==> config.mk <==
export PLATFORM = sky130hd
export DESIGN_NAME = cwmp_mixer_phase_regs
export DESIGN_NICKNAME = d
export VERILOG_FILES = /design/src/logic/cwmp_pkg.sv /design/src/logic/cwmp_apb_slave.sv /design/src/logic/cwmp_phase_decode.sv /design/src/logic/cwmp_mixer_phase_regs.sv
export SDC_FILE = /design/constraint.sdc
export NUM_CORES = 1
export LEC_CHECK = 0
export ABC_AREA = 1
export ABC_CLOCK_PERIOD_IN_PS = 3140
export BUFFER_PORTS_ARGS = -buffer_cell sky130_fd_sc_hd__buf_2
export CAP_MARGIN = 25
export CORE_MARGIN = 4
export CORE_UTILIZATION = 40
export DETAILED_ROUTE_END_ITERATION = 8
export PLACE_DENSITY_LB_ADDON = 0.12
export SYNTH_ARGS = -nofsm -noshare
export SYNTH_HDL_FRONTEND = slang
export SYNTH_HIERARCHICAL = 1
export SYNTH_SLANG_ARGS = --single-unit
==> constraint.sdc <==
create_clock -name sys_clk -period 3.14 [get_ports sys_clk]
set_input_delay 0.314 -clock sys_clk [delete_from_list [all_inputs] [get_ports sys_clk]]
set_output_delay 0.314 -clock sys_clk [all_outputs]
set_load 0.01 [all_outputs]
==> src/logic/cwmp_pkg.sv <==
package cwmp_pkg;

  // ***************************************************************
  // Sizes
  // ***************************************************************
  localparam int CWMP_CH_NUM   = 16;
  localparam int CWMP_CODE_W   = 4;
  localparam int CWMP_REG_W    = 16;
  localparam int CWMP_DATA_W   = 32;
  localparam int CWMP_ADDR_W   = 12;
  localparam int CWMP_IDX_W    = 10;
  localparam int CWMP_PH_REGS  = 4;
  localparam int CWMP_CH_PER_R = 4;
  localparam int CWMP_DEG_W    = 12;
  localparam int CWMP_MULT_W   = 5;

  // ***************************************************************
  // Register indices; byte address is four times the index
  // ***************************************************************
  localparam logic [9:0]  CWMP_IDX_CTRL  = 10'h0C0;
  localparam logic [9:0]  CWMP_IDX_PH0   = 10'h0C1;
  localparam logic [9:0]  CWMP_IDX_PH1   = 10'h0C2;
  localparam logic [9:0]  CWMP_IDX_PH2   = 10'h0C3;
  localparam logic [9:0]  CWMP_IDX_PH3   = 10'h0C4;
  localparam logic [11:0] CWMP_ADDR_CTRL = {CWMP_IDX_CTRL, 2'b00};
  localparam logic [11:0] CWMP_ADDR_PH0  = {CWMP_IDX_PH0, 2'b00};
  localparam logic [11:0] CWMP_ADDR_PH1  = {CWMP_IDX_PH1, 2'b00};
  localparam logic [11:0] CWMP_ADDR_PH2  = {CWMP_IDX_PH2, 2'b00};
  localparam logic [11:0] CWMP_ADDR_PH3  = {CWMP_IDX_PH3, 2'b00};

  // ***************************************************************
  // Field positions and reset values
  // ***************************************************************
  localparam int              CWMP_CTRL_MODE_BIT  = 0;
  localparam int              CWMP_CTRL_RATIO_LSB = 1;
  localparam logic [15:0]     CWMP_PH_RST         = 16'h0000;
  localparam logic [11:0]     CWMP_PHASE_STEP     = 12'h0_0E1;
  localparam logic [31:0]     CWMP_RD_ZERO        = 32'h0000_0000;

  // ***************************************************************
  // Types
  // ***************************************************************
  typedef enum logic {CWMP_MODE_TGC, CWMP_MODE_CW} cwmp_mode_t;
  typedef enum logic [1:0] {CWMP_RATIO_16X, CWMP_RATIO_8X, CWMP_RATIO_4X,
                            CWMP_RATIO_1X} cwmp_ratio_t;
  typedef enum logic {CWMP_APB_IDLE, CWMP_APB_ACCESS} cwmp_apb_st_t;

  typedef struct packed {
    logic                   psel;
    logic                   penable;
    logic                   pwrite;
    logic [CWMP_ADDR_W-1:0] paddr;
    logic [CWMP_DATA_W-1:0] pwdata;
    logic [3:0]             pstrb;
  } cwmp_apb_req_t;

  typedef struct packed {
    logic                   pready;
    logic [CWMP_DATA_W-1:0] prdata;
    logic                   pslverr;
  } cwmp_apb_rsp_t;

  typedef struct packed {
    logic                  wrEn;
    logic [CWMP_IDX_W-1:0] idx;
    logic [CWMP_REG_W-1:0] wdata;
    logic [1:0]            strb;
  } cwmp_reg_acc_t;

endpackage : cwmp_pkg

==> src/logic/cwmp_apb_slave.sv <==
`timescale 1ns/10ps
module cwmp_apb_slave
  import cwmp_pkg::*;
(
  input  wire logic                  sys_clk,
  input  wire logic                  rst_n,
  input  wire cwmp_apb_req_t         apbReq,
  input  wire logic [CWMP_REG_W-1:0] rdData,
  input  wire logic                  addrHit,
  output cwmp_reg_acc_t              regAcc,
  output cwmp_apb_rsp_t              apbRsp
);

  typedef struct packed {
    cwmp_apb_st_t           st;
    logic [CWMP_DATA_W-1:0] prdata;
    logic                   err;
  } cwmp_slv_state_t;

  cwmp_slv_state_t cur_ff;
  cwmp_slv_state_t nxt_cur;
  logic            accessDone;
  logic            goodAddr;

  // ***************************************************************
  // Decode
  // ***************************************************************
  assign goodAddr   = addrHit && (apbReq.paddr[1:0] == 2'b00);
  assign accessDone = (cur_ff.st == CWMP_APB_ACCESS) && apbReq.psel && apbReq.penable;

  always_comb begin
    nxt_cur = cur_ff;
    case (cur_ff.st)
      CWMP_APB_IDLE: begin
        if (apbReq.psel && !apbReq.penable) begin
          nxt_cur.st     = CWMP_APB_ACCESS;
          nxt_cur.err    = !goodAddr;
          nxt_cur.prdata = (goodAddr && !apbReq.pwrite) ? {16'h0000, rdData} : CWMP_RD_ZERO;
        end
      end
      CWMP_APB_ACCESS: begin
        if (accessDone || !apbReq.psel) begin
          nxt_cur.st = CWMP_APB_IDLE;
        end
      end
      default: begin
        nxt_cur.st = CWMP_APB_IDLE;
      end
    endcase
  end

  always_ff @(posedge sys_clk or negedge rst_n) begin
    if (!rst_n) begin
      cur_ff <= '{st: CWMP_APB_IDLE, prdata: CWMP_RD_ZERO, err: 1'b0};
    end else begin
      cur_ff <= nxt_cur;
    end
  end

  // Write lands on the access edge only, unmapped writes dropped
  assign regAcc.wrEn  = accessDone && apbReq.pwrite && !cur_ff.err;
  assign regAcc.idx   = apbReq.paddr[CWMP_ADDR_W-1:2];
  assign regAcc.wdata = apbReq.pwdata[CWMP_REG_W-1:0];
  assign regAcc.strb  = apbReq.pstrb[1:0];

  assign apbRsp.pready  = accessDone;
  assign apbRsp.prdata  = cur_ff.prdata;
  assign apbRsp.pslverr = accessDone && cur_ff.err;

endmodule : cwmp_apb_slave

==> src/logic/cwmp_phase_decode.sv <==
`timescale 1ns/10ps
module cwmp_phase_decode
  import cwmp_pkg::*;
(
  input  wire logic                                     sys_clk,
  input  wire logic                                     rst_n,
  input  wire logic [CWMP_CH_NUM-1:0][CWMP_CODE_W-1:0]  phaseCode,
  input  wire cwmp_mode_t                               modeSel,
  input  wire cwmp_ratio_t                              ratioSel,
  output logic [CWMP_CH_NUM-1:0][CWMP_CH_NUM-1:0]       phaseTapOneHot,
  output logic [CWMP_CH_NUM-1:0][CWMP_DEG_W-1:0]        phaseTenthDeg,
  output logic [CWMP_MULT_W-1:0]                        clockMultiple
);

  typedef struct packed {
    logic [CWMP_CH_NUM-1:0][CWMP_CH_NUM-1:0] tap;
    logic [CWMP_CH_NUM-1:0][CWMP_DEG_W-1:0]  deg;
    logic [CWMP_MULT_W-1:0]                  mult;
  } cwmp_dec_state_t;

  cwmp_dec_state_t                         cur_ff;
  cwmp_dec_state_t                         nxt_cur;
  logic [CWMP_CH_NUM-1:0][CWMP_CH_NUM-1:0] tapRaw;
  logic [CWMP_CH_NUM-1:0][CWMP_DEG_W-1:0]  degRaw;

  // ***************************************************************
  // Per-channel phase tap and angle
  // ***************************************************************
  for (genvar ch = 0; ch < CWMP_CH_NUM; ch++) begin : g_ch
    // Code N picks tap N in CW mode (no tap in TGC), angle N x 22.5 deg in tenths [RULE5]
    assign tapRaw[ch] = (modeSel == CWMP_MODE_CW) ? (16'h0001 << phaseCode[ch]) : 16'h0000; // [RULE7]
    assign degRaw[ch] = 12'(CWMP_PHASE_STEP * phaseCode[ch]); // [RULE5]
  end

  always_comb begin
    nxt_cur     = cur_ff;
    nxt_cur.tap = tapRaw;
    nxt_cur.deg = degRaw;
    case (ratioSel) // [RULE8]
      CWMP_RATIO_16X: nxt_cur.mult = 5'h10;
      CWMP_RATIO_8X:  nxt_cur.mult = 5'h08;
      CWMP_RATIO_4X:  nxt_cur.mult = 5'h04;
      CWMP_RATIO_1X:  nxt_cur.mult = 5'h01;
      default:        nxt_cur.mult = 5'h10;
    endcase
  end

  always_ff @(posedge sys_clk or negedge rst_n) begin
    if (!rst_n) begin
      cur_ff <= '0;
    end else begin
      cur_ff <= nxt_cur;
    end
  end

  assign phaseTapOneHot = cur_ff.tap;
  assign phaseTenthDeg  = cur_ff.deg;
  assign clockMultiple  = cur_ff.mult;

endmodule : cwmp_phase_decode

==> src/logic/cwmp_mixer_phase_regs.sv <==
// Overview of operation
// RULE1 - Index C1h holds channel 1-4 codes in nibbles 3-0 up to 15-12.
// RULE2 - Index C2h holds channel 5-8 codes in nibbles 3-0 up to 15-12.
// RULE3 - Index C3h holds channel 9-12 codes in nibbles 3-0 up to 15-12.
// RULE4 - Index C4h holds channel 13-16 codes in nibbles 3-0 up to 15-12.
// RULE5 - Code N selects a mixer phase shift of N times 22.5 degrees.
// RULE6 - All phase fields are read/write and clear to zero on reset.
// RULE7 - Mode bit: 0 selects TGC, 1 selects CW; phases matter only in CW.
// RULE8 - Clock mode field: 00 16X, 01 8X, 10 4X, 11 1X.
// RULE9 - Stored codes drive mixer phase outputs, updated after the write completes.
//
// Design decision made here: the APB interface to the registers.
`timescale 1ns/10ps
module cwmp_mixer_phase_regs
  import cwmp_pkg::*;
(
  input  wire logic                                     sys_clk,
  input  wire logic                                     rst_n,
  input  wire cwmp_apb_req_t                            apbReq,
  output cwmp_apb_rsp_t                                 apbRsp,
  output logic [CWMP_CH_NUM-1:0][CWMP_CODE_W-1:0]       mixerPhaseCode,
  output logic [CWMP_CH_NUM-1:0][CWMP_CH_NUM-1:0]       mixerPhaseTap,
  output logic [CWMP_CH_NUM-1:0][CWMP_DEG_W-1:0]        mixerPhaseTenthDeg,
  output logic                                          continuousWaveModeSelect,
  output logic [1:0]                                    continuousWaveClockRatio,
  output logic [CWMP_MULT_W-1:0]                        continuousWaveClockMultiple
);

  // ***************************************************************
  // State
  // ***************************************************************
  typedef struct packed {
    cwmp_mode_t                             mode;
    cwmp_ratio_t                            ratio;
    logic [CWMP_PH_REGS-1:0][CWMP_REG_W-1:0] phase;
  } cwmp_regs_state_t;

  cwmp_regs_state_t      cur_ff;
  cwmp_regs_state_t      nxt_cur;
  cwmp_reg_acc_t         regAcc;
  logic [CWMP_REG_W-1:0] rdData;
  logic                  addrHit;
  logic [CWMP_REG_W-1:0] laneMask;

  // ***************************************************************
  // Bus slave
  // ***************************************************************
  cwmp_apb_slave u_apb_slave (
    .sys_clk (sys_clk),
    .rst_n   (rst_n),
    .apbReq  (apbReq),
    .rdData  (rdData),
    .addrHit (addrHit),
    .regAcc  (regAcc),
    .apbRsp  (apbRsp)
  );

  // ***************************************************************
  // Address decode and read mux
  // ***************************************************************
  always_comb begin
    addrHit = 1'b1;
    rdData  = 16'h0000;
    case (regAcc.idx)
      CWMP_IDX_CTRL: begin
        rdData[CWMP_CTRL_MODE_BIT]                    = cur_ff.mode;  // [RULE7]
        rdData[CWMP_CTRL_RATIO_LSB+1:CWMP_CTRL_RATIO_LSB] = cur_ff.ratio; // [RULE8]
      end
      CWMP_IDX_PH0: rdData = cur_ff.phase[0]; // [RULE1] [RULE6]
      CWMP_IDX_PH1: rdData = cur_ff.phase[1]; // [RULE2] [RULE6]
      CWMP_IDX_PH2: rdData = cur_ff.phase[2]; // [RULE3] [RULE6]
      CWMP_IDX_PH3: rdData = cur_ff.phase[3]; // [RULE4] [RULE6]
      default: begin
        addrHit = 1'b0;
      end
    endcase
  end

  // Byte lanes from pstrb, low two bytes only
  assign laneMask = {{8{regAcc.strb[1]}}, {8{regAcc.strb[0]}}};

  // ***************************************************************
  // Register update
  // ***************************************************************
  always_comb begin
    nxt_cur = cur_ff;
    if (regAcc.wrEn) begin
      case (regAcc.idx)
        CWMP_IDX_CTRL: begin
          if (regAcc.strb[0]) begin
            nxt_cur.mode  = cwmp_mode_t'(regAcc.wdata[CWMP_CTRL_MODE_BIT]); // [RULE7]
            nxt_cur.ratio = cwmp_ratio_t'(
              regAcc.wdata[CWMP_CTRL_RATIO_LSB+1:CWMP_CTRL_RATIO_LSB]); // [RULE8]
          end
        end
        CWMP_IDX_PH0: begin
          nxt_cur.phase[0] = (cur_ff.phase[0] & ~laneMask) | (regAcc.wdata & laneMask); // [RULE1]
        end
        CWMP_IDX_PH1: begin
          nxt_cur.phase[1] = (cur_ff.phase[1] & ~laneMask) | (regAcc.wdata & laneMask); // [RULE2]
        end
        CWMP_IDX_PH2: begin
          nxt_cur.phase[2] = (cur_ff.phase[2] & ~laneMask) | (regAcc.wdata & laneMask); // [RULE3]
        end
        CWMP_IDX_PH3: begin
          nxt_cur.phase[3] = (cur_ff.phase[3] & ~laneMask) | (regAcc.wdata & laneMask); // [RULE4]
        end
        default: begin
          nxt_cur = cur_ff;
        end
      endcase
    end
  end

  always_ff @(posedge sys_clk or negedge rst_n) begin
    if (!rst_n) begin
      cur_ff.mode  <= CWMP_MODE_TGC;
      cur_ff.ratio <= CWMP_RATIO_16X;
      cur_ff.phase <= {CWMP_PH_REGS{CWMP_PH_RST}}; // [RULE6]
    end else begin
      cur_ff <= nxt_cur;
    end
  end

  // ***************************************************************
  // Channel outputs
  // ***************************************************************
  // Register r nibble k is channel 4r+k+1
  for (genvar ch = 0; ch < CWMP_CH_NUM; ch++) begin : g_code
    assign mixerPhaseCode[ch] =
      cur_ff.phase[ch / CWMP_CH_PER_R][(ch % CWMP_CH_PER_R) * CWMP_CODE_W +: CWMP_CODE_W]; // [RULE9]
  end

  assign continuousWaveModeSelect = cur_ff.mode;
  assign continuousWaveClockRatio = cur_ff.ratio;

  cwmp_phase_decode u_phase_decode (
    .sys_clk        (sys_clk),
    .rst_n          (rst_n),
    .phaseCode      (mixerPhaseCode),
    .modeSel        (cur_ff.mode),
    .ratioSel       (cur_ff.ratio),
    .phaseTapOneHot (mixerPhaseTap),
    .phaseTenthDeg  (mixerPhaseTenthDeg),
    .clockMultiple  (continuousWaveClockMultiple)
  );

endmodule : cwmp_mixer_phase_regs

==> results.toml <==
[grt]
antenna_found_initial = 11
grt_pass1_vias = 16867
grt_overflow_total = 0
grt_max_degree = 84
track_usage_pct = 21.0
grt_pass1_wl_mm = 98.1

[cts]
clock_latency_ns = 0.59
cts.sinks = 505
cts_tree = "done"
cts_setup_buffers = 0
root_buffer = "clkbuf_16"
htreeDepth = 2
clk_pin_slew_ns = 0.06
cts_made_buffers = 55
cts.path.max_buffers = 3
cts_resized = 0

[synth]
synth_top_area_share_pct = 56.3
yosysUniqueCellTypes = 29
ys_warn_count = 6
avgSynthCellArea_um2 = 10.5
synth_area_leader_cell = "dfrtp_1"
synth_seq_cells = 505
netlist_instances = 2132
syn-cell-area_mm2 = 0.0224
synthTopCellsByArea = "dfrtp_1 56%, ha_1 12%, nand2_1 7.3%"
yosysSeqAreaShare_pct = 56.3

[drt]
vias = 16192
drc = 0
wire_per_inst_um = 18.0
wl_mm = 63.2
ant_nets = 0
drtIter0Drc = 773
drt_pass1_iterations = 5
viasPerCell = 4.62

[critical_path]
cp.arrival_ns = 2.96
timing.critical_path.mode_cell = "nand2_1"
end_kind = "register"
cp-start-kind = "register"
max_stage_delay_ns = 0.56
slowest_stage = "dfrtp_1"
critical_path.top_delay_family = "adder cells"
required_ns = 3.61
rr_worst_depth = 12
crit_buf_inv = 4
crit_fanout = 9
worstReg2RegEnd = "u_phase_decode/phaseTenthDeg[23]"
path_cells = "inv_1 > fa_1 > inv_1 > ha_1 > inv_1 > fa_1 > inv_1 > nand2_1 > nand2_1 > nand2_1 > nand2_1 > nand2_1"
path_class = "register to register"
rrSetupSlack_ns = 0.65

[die]
start_util_pct = 40.6
core_mm2 = 0.0553
die_y_um = 245
ios = 607
die_x_um = 245
rows = 86
dieArea_mm2 = 0.0599

[sta]
finalHoldViolCount = 0
slew_violations = 0
setup_tns_ns = 0
rsz0062_at_grt = "no"
min_period_over_period_pct = 79.4
relSlewSlack_pct = 45.4
clock_skew_ns = 0.0199
fmax_ghz = 0.401
worstMarginPinSlew_ns = 0.818
period_needed_ns = 2.49
setup_violations = 0

[power_and_ir_drop]
p_per_area_mw_per_mm2 = 485
total_power_mw = 13.5
p_leak_nw = 16.5
irDropWorstVdd_v = 0.000421

[place]
dp_cells = 3395
portBuffers = 555
gp_congestion = 0.850
dp_hpwl_mm = 48.6

[flow_run]
maxCapViolations = 0

[layout]
drive_gt1_share_pct = 26.5
area_delta_synth_final_pct = 24.0
final_nets = 3033
stdcell_count = 3507

[min_path]
worstHoldPathCells = 3
hold_path_class = "primary input to register"
hold_start = "apbReq[12]"

[run_status]
status = "finished, final reports clean"
worst register-to-register path: stages (launching register included):
cell	delay [ns]
dfrtp_1	0.56
inv_1	0.13
fa_1	0.50
inv_1	0.04
ha_1	0.29
inv_1	0.06
fa_1	0.46
inv_1	0.07
nand2_1	0.05
nand2_1	0.08
nand2_1	0.05
nand2_1	0.05
nand2_1	0.05
worst max-delay path by stage:
stage / startpoint / to / slack, ns / depth (start not counted)
6_report: register / u_phase_decode/phaseTenthDeg[23] / 0.65 / 12
3_5_place_dp: register / u_phase_decode/phaseTenthDeg[23] / 0.66 / 12
2_1_floorplan: register / u_phase_decode/phaseTenthDeg[143] / 0.68 / 12
5_1_grt: register / u_phase_decode/phaseTenthDeg[167] / 0.47 / 9
4_1_cts: register / u_phase_decode/phaseTenthDeg[23] / 0.65 / 12
3_3_place_gp: register / u_phase_decode/phaseTenthDeg[23] / 0.68 / 12
report_power, final:
group          switching, mW  internal, mW
Clock                   2.60          4.10
Sequential           0.00319          6.51
Combinational          0.223        0.0517
Total                   2.82          10.7
cell type report:
| type | instances | area, um2 |
|---|---|---|
| antenna | 7 | 17.5 |
| clock buffer | 79 | 1600 |
| clock inverter | 22 | 303 |
| fill | 5190 | 27500 |
| inverter | 220 | 826 |
| multi-input combinational | 1320 | 8240 |
| sequential | 505 | 12600 |
| tap | 748 | 936 |
| timing repair buffer | 606 | 3270 |
synthesized netlist by cell type (all sizes together):
library cell	number
buf	113
nand3b	7
conb	2
nand2	444
xor2	10
clkinv	1
a21oi	8
o21ai	69
and3	2
nand3	121
or2	14
xnor2	6
ha	224
nor2	315
inv	219
nor3	1
clkbuf	5
dfrtp	505
fa	48
nand4	18
through the flow:
stage	hold WS [ns]	worst slack (ns)	util [%]	cell area (um2)
after detailed placement	0.394	0.662	46.8	25900
final	0.0452	0.646	50.3	27800
after global routing	0.0446	0.470	50.3	27800
after floorplan	0.0184	0.684	-	22600
after global placement	0.390	0.683	46.8	25900
after CTS	0.000532	0.645	50.3	27800
logic make-up after synthesis:
group	after synthesis	synth area share, %
AO/OA/AOI/OAI	77	1.72
XOR/XNOR	16	0.625
adder cells (fa/ha/maj)	272	16.8
buffers and inverters	338	7.47
flip-flops	505	56.3
other	2	0.0335
AND/OR/NAND/NOR	922	17.1
cell usage in the layout, fill, tap and decap left out, types with 8 or more instances in the layout:
cell type / instances
a21oi_1: 8
buf_2: 554
buf_4: 40
clkbuf_1: 11
clkbuf_16: 55
clkbuf_8: 13
clkinv_2: 10
conb_1: 33
dfrtp_1: 504
fa_1: 48
ha_1: 224
inv_1: 216
nand2_1: 439
nand3_1: 117
nand4_1: 18
nor2_1: 307
o21ai_1: 68
or2_2: 14
xor2_1: 10
per-layer routing:
layer	global-route usage (%)	wire (um)	part of all wire (%)
met5	0	42	0.066
met1	27.2	26600	42
met2	34.2	29400	47
met4	6.46	1850	2.9
met3	6.35	5310	8.4
what timing repair did:
action	in CTS	in global routing
hold endpoints to repair	74	0
hold buffers	4	0
setup endpoints to repair	0	0
(Power assumes the default switching activity.)
